`src/shared/sbg_pkg.sv`:
```
// Package for the serial baud rate generator: register map, fields, state
`default_nettype none
package sbg_pkg;
    // ****************************************************************
    // Register offsets (byte addresses)
    // ****************************************************************
    localparam logic [7:0] OFF_BAUD_CONTROL = 8'h00;
    localparam logic [7:0] OFF_DIVISOR_LOW  = 8'h04;
    localparam logic [7:0] OFF_DIVISOR_HIGH = 8'h08;
    localparam logic [7:0] OFF_MODE         = 8'h0C;
    localparam logic [7:0] OFF_IRQ_STATUS   = 8'h10;
    localparam logic [7:0] OFF_IRQ_CLEAR    = 8'h14;
    localparam logic [7:0] OFF_IRQ_ENABLE   = 8'h18;
    // ****************************************************************
    // Field positions
    // ****************************************************************
    localparam int BIT_ABD_OVF  = 7;
    localparam int BIT_RX_IDLE  = 6;
    localparam int BIT_CK_POL   = 4;
    localparam int BIT_WIDE     = 3;
    localparam int BIT_WAKE     = 1;
    localparam int BIT_ABD_EN   = 0;
    localparam int BIT_SYNC     = 0;
    localparam int BIT_HSPEED   = 1;
    localparam int IRQ_WAKE     = 0;
    localparam int IRQ_ABD_DONE = 1;
    localparam int IRQ_ABD_OVF  = 2;
    localparam int IRQ_W        = 3;
    // ****************************************************************
    // Reset values, multipliers, responses
    // ****************************************************************
    localparam logic [7:0] RST_BAUD_CONTROL = 8'h40;
    localparam logic [6:0] MULT_64 = 7'h40;
    localparam logic [6:0] MULT_16 = 7'h10;
    localparam logic [6:0] MULT_4  = 7'h04;
    localparam logic [1:0] RESP_OKAY   = 2'h0;
    localparam logic [1:0] RESP_SLVERR = 2'h2;

    typedef struct packed {
        logic        awready;
        logic        wready;
        logic        bvalid;
        logic [1:0]  bresp;
        logic        arready;
        logic        rvalid;
        logic [1:0]  rresp;
        logic [31:0] rdata;
        logic        r_ctl;
        logic        aw_have;
        logic [7:0]  awaddr;
        logic        w_have;
        logic [7:0]  wdata;
        logic        wstrb0;
        logic        abd_ovf;
        logic        rx_idle;
        logic        ck_pol;
        logic        wide;
        logic        wake_en;
        logic        abd_en;
        logic [7:0]  div_lo;
        logic [7:0]  div_hi;
        logic        sync_mode;
        logic        high_speed;
        logic [IRQ_W-1:0] irq_stat;
        logic [IRQ_W-1:0] irq_en;
        logic        irq;
        logic [5:0]  pre;
        logic [15:0] timer;
        logic        tick;
        logic        rx_prev;
        logic        tx_pin;
        logic        ck_rising;
        logic        rx_ready;
        logic        rx_hold;
    } sbg_state_t;
endpackage
`default_nettype wire

```
`src/hw/sbg_baud_gen.sv`:
```
// Baud rate generator with baud control register behind an AXI4-Lite slave
// Behaviour
// RQ1: Async: overflow flag set when auto-baud timer overflows, else zero.
// RQ2: Async: idle flag one while idle, zero once start bit seen.
// RQ3: Async: polarity select one inverts transmitted data, zero passes it.
// RQ4: Sync: polarity one clocks data on rising edge, zero on falling.
// RQ5: Wide select gives 16-bit divider from both divisors, else 8-bit.
// RQ6: Async wake enable waits for falling edge; edge sets receive-ready flag.
// RQ7: Wake enable clears itself after the wake edge set receive-ready.
// RQ8: Async: auto-baud enable starts detection, clears itself on completion.
// RQ9: Two unimplemented control bits ignore writes and read zero.
// RQ10: Timer runs freely; period is multiplier times divisor value plus one.
// RQ11: Async, normal speed, 8-bit: multiplier 64.
// RQ12: Async, normal speed, 16-bit: multiplier 16.
// RQ13: Sync: multiplier 4 for both divider widths.
// RQ14: High-speed select ignored in sync mode.
// RQ15: Any divisor write clears the timer at once.
// RQ16: Software checks idle flag before changing the system clock.
// RQ17: Async high speed: multiplier 16 for 8-bit, 4 for 16-bit.
`timescale 1ns/1ps
`default_nettype none
module sbg_baud_gen (
    input  wire logic        clk_i,
    input  wire logic        resetn_i,
    input  wire logic [7:0]  s_axi_awaddr_i,
    input  wire logic        s_axi_awvalid_i,
    output logic             s_axi_awready_o,
    input  wire logic [31:0] s_axi_wdata_i,
    input  wire logic [3:0]  s_axi_wstrb_i,
    input  wire logic        s_axi_wvalid_i,
    output logic             s_axi_wready_o,
    output logic [1:0]       s_axi_bresp_o,
    output logic             s_axi_bvalid_o,
    input  wire logic        s_axi_bready_i,
    input  wire logic [7:0]  s_axi_araddr_i,
    input  wire logic        s_axi_arvalid_i,
    output logic             s_axi_arready_o,
    output logic [31:0]      s_axi_rdata_o,
    output logic [1:0]       s_axi_rresp_o,
    output logic             s_axi_rvalid_o,
    input  wire logic        s_axi_rready_i,
    input  wire logic        rx_start_i,
    input  wire logic        rx_done_i,
    input  wire logic        rx_line_i,
    input  wire logic        tx_data_i,
    input  wire logic        abd_ovf_i,
    input  wire logic        abd_done_i,
    output logic             baud_tick_o,
    output logic             tx_pin_o,
    output logic             ck_rising_o,
    output logic             rx_ready_o,
    output logic             rx_hold_o,
    output logic             abd_active_o,
    output logic             irq_o
);
    import sbg_pkg::*;

    sbg_state_t s;
    sbg_state_t next_s;
    logic [6:0]  mult;
    logic [15:0] n_val;
    logic [7:0]  ctl_rd;
    logic [31:0] rd_val;
    logic        rd_ok;
    logic        wr_go;
    logic        wr_ok;
    logic        div_wr;
    logic        wake_edge;
    logic [IRQ_W-1:0] ev;
    logic [IRQ_W-1:0] clr;

    // ****************************************************************
    // Rate selection
    // ****************************************************************
    always_comb begin
        // The high-speed select only counts in async mode
        if (s.sync_mode) begin
            mult = MULT_4;                                      // [RQ13] [RQ14]
        end else if (!s.high_speed) begin
            mult = s.wide ? MULT_16 : MULT_64;                  // [RQ11] [RQ12]
        end else begin
            mult = s.wide ? MULT_4 : MULT_16;                   // [RQ17]
        end
        n_val = s.wide ? {s.div_hi, s.div_lo} : {8'h00, s.div_lo}; // [RQ5]
    end

    // ****************************************************************
    // Register read view
    // ****************************************************************
    always_comb begin
        ctl_rd = 8'h00;                                         // [RQ9]
        ctl_rd[BIT_ABD_OVF] = s.abd_ovf;
        ctl_rd[BIT_RX_IDLE] = s.rx_idle;
        ctl_rd[BIT_CK_POL]  = s.ck_pol;
        ctl_rd[BIT_WIDE]    = s.wide;
        ctl_rd[BIT_WAKE]    = s.wake_en;
        ctl_rd[BIT_ABD_EN]  = s.abd_en;
        rd_ok  = 1'b1;
        rd_val = 32'h0000_0000;
        unique case (s_axi_araddr_i)
            OFF_BAUD_CONTROL: rd_val[7:0] = ctl_rd;
            OFF_DIVISOR_LOW:  rd_val[7:0] = s.div_lo;
            OFF_DIVISOR_HIGH: rd_val[7:0] = s.div_hi;
            OFF_MODE:         rd_val[1:0] = {s.high_speed, s.sync_mode};
            OFF_IRQ_STATUS:   rd_val[IRQ_W-1:0] = s.irq_stat;
            OFF_IRQ_CLEAR:    rd_val = 32'h0000_0000;
            OFF_IRQ_ENABLE:   rd_val[IRQ_W-1:0] = s.irq_en;
            default:          rd_ok = 1'b0;
        endcase
    end

    // A write completes once address and data are both held and no response waits
    assign wr_go  = s.aw_have && s.w_have && !s.bvalid;
    assign wr_ok  = wr_go && s.wstrb0;
    assign div_wr = wr_ok && (s.awaddr == OFF_DIVISOR_LOW || s.awaddr == OFF_DIVISOR_HIGH);
    assign wake_edge = s.wake_en && !s.sync_mode && s.rx_prev && !rx_line_i; // [RQ6]

    always_comb begin
        ev = '0;
        ev[IRQ_WAKE]     = wake_edge;
        ev[IRQ_ABD_DONE] = s.abd_en && !s.sync_mode && abd_done_i;
        ev[IRQ_ABD_OVF]  = s.abd_en && !s.sync_mode && abd_ovf_i;
        clr = '0;
        if (wr_ok && s.awaddr == OFF_IRQ_CLEAR) begin
            clr = s.wdata[IRQ_W-1:0];
        end
    end

    // ****************************************************************
    // Next state
    // ****************************************************************
    always_comb begin
        next_s = s;
        // Write channel: address and data taken in either order
        if (s_axi_awvalid_i && s.awready) begin
            next_s.aw_have = 1'b1;
            next_s.awaddr  = s_axi_awaddr_i;
        end
        if (s_axi_wvalid_i && s.wready) begin
            next_s.w_have = 1'b1;
            next_s.wdata  = s_axi_wdata_i[7:0];
            next_s.wstrb0 = s_axi_wstrb_i[0];
        end
        next_s.awready = !next_s.aw_have && !s.bvalid;
        next_s.wready  = !next_s.w_have && !s.bvalid;
        if (s.bvalid && s_axi_bready_i) begin
            next_s.bvalid  = 1'b0;
            next_s.awready = 1'b1;
            next_s.wready  = 1'b1;
        end
        if (wr_go) begin
            next_s.aw_have = 1'b0;
            next_s.w_have  = 1'b0;
            next_s.bvalid  = 1'b1;
            next_s.awready = 1'b0;
            next_s.wready  = 1'b0;
            next_s.bresp   = RESP_OKAY;
            // Status is read-only; unmapped and unaligned addresses are refused
            if (s.awaddr == OFF_IRQ_STATUS || s.awaddr > OFF_IRQ_ENABLE
                || s.awaddr[1:0] != 2'b00) begin
                next_s.bresp = RESP_SLVERR;
            end
        end
        if (wr_ok) begin
            unique case (s.awaddr)
                OFF_BAUD_CONTROL: begin
                    next_s.abd_ovf = s.wdata[BIT_ABD_OVF];
                    next_s.ck_pol  = s.wdata[BIT_CK_POL];
                    next_s.wide    = s.wdata[BIT_WIDE];
                    next_s.wake_en = s.wdata[BIT_WAKE];
                    next_s.abd_en  = s.wdata[BIT_ABD_EN];         // [RQ8]
                end
                OFF_DIVISOR_LOW:  next_s.div_lo = s.wdata;
                OFF_DIVISOR_HIGH: next_s.div_hi = s.wdata;
                OFF_MODE: begin
                    next_s.sync_mode  = s.wdata[BIT_SYNC];
                    next_s.high_speed = s.wdata[BIT_HSPEED];
                end
                OFF_IRQ_ENABLE:   next_s.irq_en = s.wdata[IRQ_W-1:0];
                default: ;
            endcase
        end
        // Read channel
        next_s.arready = !s.rvalid;
        if (s_axi_arvalid_i && s.arready) begin
            next_s.arready = 1'b0;
            next_s.rvalid  = 1'b1;
            next_s.rdata   = rd_val;
            next_s.rresp   = rd_ok ? RESP_OKAY : RESP_SLVERR;
            next_s.r_ctl   = s_axi_araddr_i == OFF_BAUD_CONTROL;
        end else if (s.rvalid && s_axi_rready_i) begin
            next_s.rvalid  = 1'b0;
            next_s.arready = 1'b1;
        end
        // Hardware flags: sets come after the software write so they win
        if (ev[IRQ_ABD_OVF]) begin
            next_s.abd_ovf = 1'b1;                              // [RQ1]
        end
        if (ev[IRQ_ABD_DONE]) begin
            next_s.abd_en = 1'b0;                               // [RQ8]
        end
        if (!s.sync_mode && rx_start_i) begin
            next_s.rx_idle = 1'b0;                              // [RQ2]
        end else if (!s.sync_mode && rx_done_i) begin
            next_s.rx_idle = 1'b1;                              // [RQ2]
        end
        if (wake_edge) begin
            next_s.wake_en = 1'b0;                              // [RQ7]
        end
        next_s.rx_ready = wake_edge;                            // [RQ6]
        next_s.rx_prev  = rx_line_i;
        next_s.irq_stat = (s.irq_stat & ~clr) | ev;
        next_s.irq      = |(next_s.irq_stat & next_s.irq_en);
        // Free-running rate timer
        next_s.tick = 1'b0;
        if (div_wr) begin
            next_s.pre   = 6'h00;                               // [RQ15]
            next_s.timer = 16'h0000;                            // [RQ15]
        end else if ({1'b0, s.pre} >= mult - 7'h01) begin
            next_s.pre = 6'h00;
            if (s.timer >= n_val) begin
                next_s.timer = 16'h0000;                        // [RQ10]
                next_s.tick  = 1'b1;
            end else begin
                next_s.timer = s.timer + 16'h0001;
            end
        end else begin
            next_s.pre = s.pre + 6'h01;
        end
        next_s.tx_pin    = tx_data_i ^ (s.ck_pol && !s.sync_mode); // [RQ3]
        next_s.ck_rising = s.ck_pol && s.sync_mode;             // [RQ4]
        next_s.rx_hold   = next_s.wake_en && !s.sync_mode;      // [RQ6]
    end

    always_ff @(posedge clk_i or negedge resetn_i) begin
        if (!resetn_i) begin
            s         <= '0;
            s.rx_idle <= RST_BAUD_CONTROL[BIT_RX_IDLE];
            s.rx_prev <= 1'b1;
            s.awready <= 1'b1;
            s.wready  <= 1'b1;
            s.arready <= 1'b1;
        end else begin
            s <= next_s;
        end
    end

    assign s_axi_awready_o = s.awready;
    assign s_axi_wready_o  = s.wready;
    assign s_axi_bvalid_o  = s.bvalid;
    assign s_axi_bresp_o   = s.bresp;
    assign s_axi_arready_o = s.arready;
    assign s_axi_rvalid_o  = s.rvalid;
    assign s_axi_rdata_o   = s.rdata;
    assign s_axi_rresp_o   = s.rresp;
    assign baud_tick_o     = s.tick;
    assign tx_pin_o        = s.tx_pin;
    assign ck_rising_o     = s.ck_rising;
    assign rx_ready_o      = s.rx_ready;
    assign rx_hold_o       = s.rx_hold;
    assign abd_active_o    = s.abd_en;
    assign irq_o           = s.irq;

    // ****************************************************************
    // Assertions
    // ****************************************************************
    // Cycles since the last tick; any write that may change the rate restarts it
    logic [23:0] gap;
    logic        gap_ok;
    logic [23:0] gap_exp;

    assign gap_exp = 24'(mult) * (24'(n_val) + 24'h000001);

    always_ff @(posedge clk_i or negedge resetn_i) begin
        if (!resetn_i) begin
            gap    <= 24'h000000;
            gap_ok <= 1'b0;
        end else if (wr_ok && s.awaddr != OFF_IRQ_CLEAR) begin
            gap    <= 24'h000000;
            gap_ok <= 1'b0;
        end else if (s.tick) begin
            gap    <= 24'h000001;
            gap_ok <= 1'b1;
        end else begin
            gap    <= gap + 24'h000001;
        end
    end
endmodule
`default_nettype wire

```
`config.mk`:
```
export PLATFORM = sky130hd
export DESIGN_NAME = sbg_baud_gen
export DESIGN_NICKNAME = d
export VERILOG_FILES = /design/src/shared/sbg_pkg.sv /design/src/hw/sbg_baud_gen.sv
export SDC_FILE = /design/constraint.sdc
export NUM_CORES = 1
export LEC_CHECK = 0
export ABC_AREA = 1
export BUFFER_PORTS_ARGS = -buffer_cell sky130_fd_sc_hd__buf_4
export CORE_MARGIN = 2
export CORE_UTILIZATION = 50
export DETAILED_ROUTE_END_ITERATION = 10
export PLACE_DENSITY = 0.79
export SLEW_MARGIN = 20
export SYNTH_ARGS = -nofsm -noshare
export SYNTH_HDL_FRONTEND = slang
export SYNTH_SLANG_ARGS = --single-unit
```
`constraint.sdc`:
```
create_clock -name clk_i -period 2.55 [get_ports clk_i]
set_input_delay 0.1275 -clock clk_i [delete_from_list [all_inputs] [get_ports clk_i]]
set_output_delay 0.1275 -clock clk_i [all_outputs]
set_load 0.01 [all_outputs]
```
==> impl_metrics.csv, run 1 <==
group,metric,value,unit
drt,drc,0,
clock_tree,insertion_delay,0.37,ns
sta,tightest_slew,0.571,ns
global_routing,grt_pass1_wl,19.1,mm
critical_path,cp.required,2.83,ns
sta,hold_violations,0,
critical_path,arrival,2.68,ns
drt,postRouteAntennaNets,0,
drt,routed_wl,11.5,mm
placement,postPlaceCellArea,5640,µm²
yosys,netlist_area,5170,µm²
sta,fin_crit_sh,0.942,
clock_tree,cts-root-buf,"clkbuf_8",
status,status,"finished clean",
layout,diodes,0,
sta,min_period,2.40,ns
critical_path,crit_fanout,11,
die,die_h,106,µm
clock_tree,cts_tree,"built",
drt,dr_total_vias,4381,
drt,drtIter0Drc,235,
power_and_ir_drop,power,3.86,mW
clock_tree,cts_sinks,93,
global_routing,grt_use_total,0.211,
critical_path,cp-start-kind,"flip-flop",
die,die_w,106,µm
yosys,synth_warnings,0,
clock_tree,path_clk_slew,0.09,ns
layout,area_growth,14.9,%
layout,postLayoutCellArea,5950,µm²
drt,avgViaCountPerCell,5.13,
layout,layout_common_cells,"nand2_1, dfrtp_1, inv_1",
power_and_ir_drop,ir_drop,0.532,mV
yosys,syn_inst,643,
placement,globalplace.congestion,0.916,
power_and_ir_drop,powerDensity,650,nW/µm²
yosys,ys_seq_area_frac,0.451,
critical_path,critPathKind,"reg -> reg",
clock_tree,cts_buffers,9,
die,initial_utilization,0.508,
die,die-area,11200,µm²
sta,skew,0.0124,ns
clock_tree,clock_path_buffers,2,
yosys,synth-seq-cells,93,
sta,drv_slew,0,
drt,wl_per_cell,13.5,µm
hold_path,hold_class,"in -> reg",
global_routing,grt_pass1_vias,4161,
yosys,synth_cell_types,37,
critical_path,setup.worst_path.end_class,"flip-flop",
sta,whs,0.0102,ns
layout,layout.nets,803,
yosys,avgSynthCellArea,8.05,µm²
layout,regMostFlops,"s",
critical_path,crit_top_cell,"nand2_1",
global_routing,grt_max_degree,68,
placement,portBuffers,59,
placement,dp_hpwl,8.54,mm
power_and_ir_drop,p_leak,2.99,nW
run,maxCapViolCount,0,
sta,slew-limit-headroom,0.619,
sta,rsz0062_at_grt,"no",
clock_tree,htreeDepth,3,
global_routing,grt.overflow.total,0,
drt,drt_first_pass_iters,5,
critical_path,cpMaxStageDelayCell,"dfrtp_1",
layout,final_common_cell,"nand2_1",
sta,max_clock_freq,0.417,GHz
global_routing,antenna_found_initial,0,
die,std_cell_rows,37,
critical_path,path_cells,"inv_1 -> ha_1 -> nand2_1 -> ha_1 -> ha_1 -> nand2_1 -> nand2_1 -> a21oi_1 -> nand2_1 -> nand2_4 -> buf_4 -> nand3_1 -> o21ai_1",
layout,final_util,0.584,
layout,largest_reg_flops,66,
layout,layout-drive-gt1-share,0.150,
sta,finalSetupViolations,0,
sta,tns,0,ns
die,io_pins,113,
critical_path,critPathMaxStageDelay,0.45,ns
die,core,10200,µm²
## where the power goes
part / internal (mW) / switching, mW / total (mW)
combinational: 0.399 / 0.657 / 1.06
sequential: 1.75 / 0.151 / 1.90
clock: 0.365 / 0.546 / 0.911
## worst max-delay path, delay by kind of cell (launching register included)
| kind | cells | cell delay (ns) |
|---|---|---|
| DFF | 1 | 0.45 |
| AOI/OAI and AO/OA | 2 | 0.23 |
| adders and majority gates | 3 | 0.84 |
| buffers and inverters | 2 | 0.24 |
| and+or+nand+nor | 6 | 0.57 |
## synthesized netlist by cell type
| cell type | count | share of area |
|---|---|---|
| xor2_1 | 8 | 0.014 |
| nor2_2 | 1 | 0.0012 |
| buf_6 | 1 | 0.0022 |
| a21oi_1 | 30 | 0.029 |
| ha_1 | 25 | 0.060 |
| clkinv_1 | 1 | 0.00072 |
| nand3_1 | 48 | 0.046 |
| a32oi_1 | 1 | 0.0017 |
| dfstp_2 | 5 | 0.025 |
| nand2_1 | 148 | 0.11 |
| nand2_2 | 1 | 0.0012 |
| buf_4 | 37 | 0.054 |
| inv_1 | 74 | 0.054 |
| buf_2 | 3 | 0.0029 |
| nor2_4 | 1 | 0.0022 |
| xnor2_1 | 3 | 0.0051 |
| xor2_4 | 1 | 0.0053 |
| nand2_4 | 2 | 0.0044 |
| o211ai_1 | 4 | 0.0058 |
| clkbuf_1 | 5 | 0.0036 |
| o21ai_0 | 42 | 0.041 |
| mux2_2 | 2 | 0.0044 |
| nand4_1 | 19 | 0.023 |
| a21oi_2 | 1 | 0.0017 |
| o21bai_1 | 2 | 0.0029 |
| nand3_2 | 2 | 0.0039 |
| nand3b_1 | 1 | 0.0015 |
| dfrtp_1 | 88 | 0.43 |
| nor3b_1 | 1 | 0.0015 |
| and3_1 | 3 | 0.0036 |
| conb_1 | 1 | 0.00072 |
| o21ai_1 | 11 | 0.011 |
| nor2_1 | 58 | 0.042 |
| nor3_1 | 8 | 0.0077 |
| a311oi_1 | 1 | 0.0017 |
| buf_1 | 1 | 0.00072 |
| inv_2 | 3 | 0.0022 |
## layout make-up
| class | count | area, µm² |
|---|---|---|
| fillers | 920 | 4240 |
| clock inverters | 6 | 48.8 |
| well taps | 136 | 170 |
| flip-flops and latches | 93 | 2330 |
| multi-input cells | 450 | 2330 |
| repair buffers | 81 | 646 |
| inverters | 78 | 295 |
| clock buffers | 10 | 128 |
## cell families (layout without fill, tap and decap cells)
group | count (synthesis) | count (layout) | synth area share
multiplexers | 2 | 2 | 0.00435
adder cells (fa/ha/maj) | 25 | 25 | 0.0604
XOR/XNOR | 12 | 12 | 0.0239
buffers and inverters | 125 | 175 | 0.120
flip-flops | 93 | 93 | 0.451
other | 1 | 26 | 0.000725
AND/OR/NAND/NOR | 293 | 293 | 0.246
AO/OA/AOI/OAI | 92 | 92 | 0.0941
## what timing repair did
action	in CTS	in global routing
setup buffers	0	2
endpoints found under the hold margin	36	0
hold buffers	10	0
gates resized for setup	0	4
setup endpoints to repair	0	4
## metrics by stage
| stage | setup slack [ns] | instances |
|---|---|---|
| 6_report | 0.149 | 854 |
| 2_1_floorplan | 0.0623 | 668 |
| 3_5_place_dp | 0.126 | 826 |
| 4_1_cts | 0.124 | 852 |
| 5_1_grt | 0.0118 | 854 |
| 3_3_place_gp | 0.231 | 826 |
## routing by layer
metal / share of wire / GRT usage
met5: 0 / 0
met1: 0.46 / 0.289
met4: 0.024 / 0.0912
met2: 0.46 / 0.332
met3: 0.059 / 0.0365
## worst paths after layout
| path | depth (start not counted) | slack, ns | start | end |
|---|---|---|---|---|
| max in group asynchronous | 3 | 1.64 | resetn_i | s_axi_wready_o |
| worst min-delay path | 3 | 0.01 | s_axi_wdata_i[7] | s[67] |
| worst min register to register | 1 | 0.44 | s_axi_rvalid_o | s_axi_arready_o |
| worst max-delay path | 13 | 0.15 | s[35] | s[8] |
| min in group asynchronous | 2 | 0.20 | resetn_i | s_axi_rresp_o[1] |
| worst max register to register | 13 | 0.15 | s[35] | s[8] |
Power figures use the tool's default switching activity.
==> run 2: changes to the inputs <==
Settings changed: CORE_UTILIZATION 50 to 51, CTS_BUF_LIST set to sky130_fd_sc_hd__clkbuf_2, PLACE_DENSITY 0.79 to 0.81.
==> impl_metrics.csv, run 2 (synthesis results as in run 1) <==
group,metric,value,unit
drt,routed_wl,12.0,mm
run,maxCapViolCount,0,
drt,drt_first_pass_iters,5,
hold_path,min_from,"s_axi_araddr_i[7]",
sta,rsz0062_at_grt,"yes",
sta,tightest_slew,0.768,ns
drt,drc,0,
clock_tree,cts-root-buf,"clkbuf_2",
clock_tree,clock_path_buffers,2,
global_routing,grt.overflow.total,0,
drt,postRouteAntennaNets,0,
clock_tree,path_clk_slew,0.28,ns
global_routing,grt_use_total,0.229,
placement,dp.cells,821,
layout,layout-drive-gt1-share,0.144,
die,initial_utilization,0.527,
critical_path,cp.required,3.07,ns
status,status,"finished clean",
critical_path,cp-start-kind,"flip-flop",
clock_tree,insertion_delay,0.58,ns
layout,fillers,857,
die,core,9820,µm²
sta,hold_violations,0,
critical_path,setup.worst_path.end_class,"flip-flop",
drt,wl_per_cell,13.8,µm
drt,avgViaCountPerCell,5.13,
sta,min_period,2.43,ns
layout,final_common_cell,"nand2_1",
critical_path,critPathKind,"reg -> reg",
sta,skew,0.0436,ns
die,std_cell_rows,36,
layout,layout.nets,821,
die,die-area,11000,µm²
die,die_w,105,µm
die,die_h,105,µm
drt,dr_total_vias,4456,
placement,portBuffers,59,
clock_tree,htreeDepth,3,
placement,dp_hpwl,8.64,mm
global_routing,antenna_found_initial,0,
global_routing,grt_max_degree,60,
layout,final_cells,869,
power_and_ir_drop,power,3.87,mW
critical_path,r2r_slack,0.12,ns
sta,max_clock_freq,0.411,GHz
hold_path,hold_class,"in -> reg",
clock_tree,cts_buffers,9,
global_routing,grt_pass1_vias,4423,
layout,layout_common_cells,"nand2_1, dfrtp_1, inv_1",
layout,largest_reg_flops,66,
power_and_ir_drop,p_leak,3.07,nW
sta,fin_crit_sh,0.953,
clock_tree,cts_sinks,93,
layout,area_growth,17.7,%
die,io_pins,113,
power_and_ir_drop,ir_drop,0.531,mV
sta,drv_slew,0,
layout,diodes,0,
power_and_ir_drop,powerDensity,635,nW/µm²
critical_path,r2r-start,"s[35]",
sta,finalSetupViolations,0,
critical_path,crit_fanout,9,
drt,drtIter0Drc,230,
global_routing,grt_pass1_wl,20.4,mm
critical_path,arrival,2.95,ns
placement,globalplace.congestion,0.887,
clock_tree,cts_tree,"built",
sta,slew-limit-headroom,0.488,
critical_path,crit_start,"s[35]",
layout,regMostFlops,"s",
run 2: changes by cell type in the layout (fill, tap and decap cells not counted), moves of 2 or more:
cell	before	now
clkbuf_2	0	10
buf_4	70	68
clkinvlp_4	2	0
bufinv_16	0	2
dlygate4sd3_1	10	30
clkbuf_8	9	0
run 2: metrics by stage:
step / hold WS (ns) / TNS [ns] / area (µm²) / worst slack [ns] / utilization
global route: 0.103 / -0.0583 / 6090 / -0.0124 / 0.620
CTS: 0.0292 / 0 / 6070 / 0.0726 / 0.618
global placement: 0.246 / 0 / 5620 / 0.257 / 0.573
floorplan: -0.168 / 0 / 5270 / 0.0623 / -
detailed placement: 0.246 / 0 / 5620 / 0.156 / 0.573
finish: 0.0589 / 0 / 6090 / 0.119 / 0.620
run 2: area by class of cell:
class,instances,area [µm²],share of cell area
sequential,93,2330,0.383
multi-input combinational,450,2320,0.381
timing repair buffer,99,831,0.136
inverter,78,293,0.0481
tap,133,166,0.0273
clock inverter,6,93.8,0.0154
clock buffer,10,50.0,0.00822
run 2: critical path, stage by stage, from the launching register on:
cell	delay [ns]
dfrtp_1	0.51
inv_1	0.07
ha_1	0.28
nand2_1	0.06
ha_1	0.29
ha_1	0.29
nand2_1	0.07
nand2_1	0.05
a21oi_1	0.12
nand2_1	0.12
nand2_4	0.13
buf_4	0.18
nand3_1	0.09
o21ai_1	0.12
run 2: worst paths after layout:
path / end / cells after the start
min in group asynchronous: s[17] / 2
worst min-delay path: s_axi_rdata_o[3] / 6
worst max register to register: s[10] / 13
worst max-delay path: s[10] / 13
worst min register to register: s_axi_arready_o / 1
max in group asynchronous: s[4] / 3
run 2: what timing repair did:
action,4_1_cts,5_1_grt
resized for setup,0,2
buffers inserted,0,2
endpoints found under the hold margin,93,0
setup endpoints to repair,0,14
hold buffers,30,0
run 2: power by group:
group,internal [mW],switching [mW]
Combinational,0.412,0.674
Sequential,1.75,0.160
Clock,0.341,0.536
Total,2.50,1.37
run 2: routing by layer:
metal  track usage  up-vias  part of all wire
met4        0.0924        0             0.027
li1              -     2203                 -
met1         0.300     2062              0.44
met3        0.0349       33             0.057
met2         0.380      158              0.48
met5             0        -                 0
==> run 3: changes to the inputs <==
Settings changed: ABC_AREA 1 to not set.
==> impl_metrics.csv, run 3 <==
group,metric,value,unit
layout,layout-drive-gt1-share,0.346,
global_routing,grt_max_degree,53,
hold_path,hold_path_depth,4,
drt,dr_total_vias,3862,
global_routing,grt_pass1_vias,3777,
drt,drtIter0Drc,137,
sta,tightest_slew,0.703,ns
critical_path,r2r-start,"ctl_rd[3]",
placement,portBuffers,59,
run,maxCapViolCount,0,
critical_path,crit_fanout,7,
yosys,yosys.area.top_type,"dfrtp_1",
layout,diodes,0,
drt,drc,0,
yosys,ys.flop_type,"dfrtp_1",
critical_path,reg2reg_depth,13,
power_and_ir_drop,combPwrFrac,0.359,
yosys,synth.top_cells.by_area,"dfrtp_1, mux2_2, ha_1, buf_4, nand2_1",
yosys,synth_edf_count,0,
clock_tree,htreeDepth,3,
clock_tree,cts_buffers,9,
drt,dr_wl_met3,564,µm
power_and_ir_drop,clkPwrFrac,0.155,
power_and_ir_drop,p_leak,2.95,nW
critical_path,critPathKind,"reg -> reg",
yosys,async_reset_ff_frac,1.00,
layout,final_common_cell,"buf_4",
die,die-area,10500,µm²
drt,routed.top_layer,"met4",
critical_path,setup.worst_path.end_class,"flip-flop",
die,io_pins,113,
yosys,synth-seq-cells,93,
yosys,synth.top_cell.area_share,0.444,
yosys,synth_warnings,0,
sta,tns,-1.17,ns
layout,final_util,0.675,
critical_path,arrival,3.17,ns
sta,drv_slew,0,
power_and_ir_drop,powerDensity,704,nW/µm²
yosys,ys_seq_area_frac,0.471,
sta,max_clock_freq,0.376,GHz
global_routing,grt_pass1_wl,18.2,mm
yosys,avgSynthCellArea,10.7,µm²
critical_path,cp-start-kind,"flip-flop",
yosys,syn_inst,462,
hold_path,holdPathEnd,"s_axi_awready_o",
drt,avgViaCountPerCell,5.38,
drt,routed_wl,11.5,mm
critical_path,r2r_end,"s[21]",
drt,postRouteAntennaNets,0,
power_and_ir_drop,switching_power,1.63,mW
layout,fillers,705,
sta,finalSetupViolations,17,
yosys,yosys-top-cells-count,"dfrtp_1, nand2_1, mux2_2, buf_4, nor2_1",
global_routing,antenna_found_initial,0,
yosys,netlist_area,4960,µm²
layout,layout.nets,674,
critical_path,cp.required,3.06,ns
drt,met1_length,5.08,mm
sta,slew-limit-headroom,0.532,
clock_tree,insertion_delay,0.56,ns
sta,whs,0.0852,ns
placement,dpl_worst_slack,-0.130,ns
sta,hold_violations,0,
layout,regMostFlops,"s",
sta,fin_crit_sh,1.04,
die,std_cell_rows,35,
status,status,"finished, violations left",
sta,skew,0.0250,ns
power_and_ir_drop,power,4.43,mW
drt,dr_wl_met2,5.78,mm
power_and_ir_drop,ir_drop,0.515,mV
power_and_ir_drop,sw_frac_of_total,0.367,
clock_tree,clock_path_buffers,2,
global_routing,grt.overflow.total,0,
clock_tree,cts_sinks,93,
drt,wl_per_cell,16.1,µm
placement,dp_hpwl,7.96,mm
clock_tree,cts-root-buf,"clkbuf_2",
layout,layout_common_cells,"buf_4, dfrtp_1, nand2_1",
drt,drt_first_pass_iters,4,
global_routing,grt_use_total,0.225,
die,initial_utilization,0.531,
clock_tree,path_clk_slew,0.28,ns
layout,area_growth,27.1,%
power_and_ir_drop,seqPwrFrac,0.485,
placement,globalplace.congestion,0.836,
hold_path,min_from,"s_axi_awvalid_i",
die,die_h,103,µm
sta,setup_ws,-0.109,ns
power_and_ir_drop,intPower,2.81,mW
yosys,synth.most_common_cell,"dfrtp_1",
hold_path,hold_class,"in -> reg",
yosys,synth_cell_types,55,
clock_tree,cts_tree,"built",
sta,min_period,2.66,ns
sta,rsz0062_at_grt,"yes",
die,die_w,103,µm
status,violations,"negative setup slack",
die,core,9330,µm²
critical_path,r2r_slack,-0.11,ns
layout,largest_reg_flops,66,
[run 3: changes by cell type in the layout (fill, tap and decap cells not counted), moves of 7 or more]
cell / before / now
mux2_2: 2 / 43
buf_4: 68 / 87
a22o_1: 0 / 16
nor2b_1: 0 / 10
nor2_1: 58 / 22
nand2_1: 147 / 46
buf_6: 0 / 7
o21ai_0: 42 / 17
a21oi_1: 30 / 10
nand4_1: 19 / 4
o21ai_1: 11 / 4
inv_1: 74 / 18
nand3_1: 48 / 11
[run 3: layout make-up]
type	instances	area [µm²]	area share
Clock buffer	9	45.0	0.00715
Clock inverter	7	58.8	0.00934
Inverter	22	85.1	0.0135
Multi-Input combinational cell	328	2500	0.398
Sequential cell	93	2340	0.371
Tap cell	129	161	0.0256
Timing Repair Buffer	130	1110	0.176
[run 3: power by group through the flow]
stage	clock (mW)	sequential (mW)	combinational, mW
finish	0.689	2.15	1.59
global route	0.765	2.21	1.74
CTS	0.711	2.14	1.42
detailed placement	0	2.17	1.30
global placement	0	2.14	1.22
floorplan	0	2.06	0.950
[run 3: how the worst max path moves through the flow]
stage,cells after the start,end,startpoint
2_1_floorplan,14,s[11],ctl_rd[3]
3_3_place_gp,10,s[15],ctl_rd[3]
3_5_place_dp,12,s[20],ctl_rd[3]
4_1_cts,12,s[18],ctl_rd[3]
5_1_grt,13,s[13],ctl_rd[3]
6_report,13,s[21],ctl_rd[3]
[run 3: logic make-up after synthesis]
| family | Yosys count | synth area share |
|---|---|---|
| other | 1 | 0.000757 |
| buffers and inverters | 66 | 0.0803 |
| flip-flops | 93 | 0.471 |
| multiplexers | 50 | 0.117 |
| AND/OR/NAND/NOR | 141 | 0.143 |
| AO/OA/AOI/OAI | 80 | 0.114 |
| adder cells (fa/ha/maj) | 25 | 0.0631 |
| XOR/XNOR | 6 | 0.0106 |
[run 3: layer usage]
metal / GRT usage / vias to the layer above
met5: 0 / -
met4: 0.0554 / 0
met3: 0.0542 / 12
met2: 0.377 / 120
met1: 0.297 / 1911
li1: - / 1819
[run 3: timing repair]
item	4_1_cts	5_1_grt
pin swaps	9	4
endpoints found under the setup margin	22	23
hold buffers	34	0
hold endpoints to repair	90	0
gates resized for setup	24	32
setup buffers	1	14
gates cloned	0	2
[run 3: critical path: stages, from the launching register on]
cell and delay [ns]:
dfrtp_2 0.52, ha_4 0.16, or2_4 0.22, inv_2 0.06
ha_4 0.20, ha_4 0.25, a21oi_2 0.12, nor2b_2 0.07
o32ai_4 0.39, buf_6 0.16, nand2b_4 0.07, buf_8 0.15
o22ai_4 0.14, a21o_1 0.10
[run 3: through the flow]
stage	cell area [µm²]	instances
5_1_grt	6300	718
6_report	6300	718
3_3_place_gp	5530	652
3_5_place_dp	5530	652
2_1_floorplan	5080	487
4_1_cts	6070	703
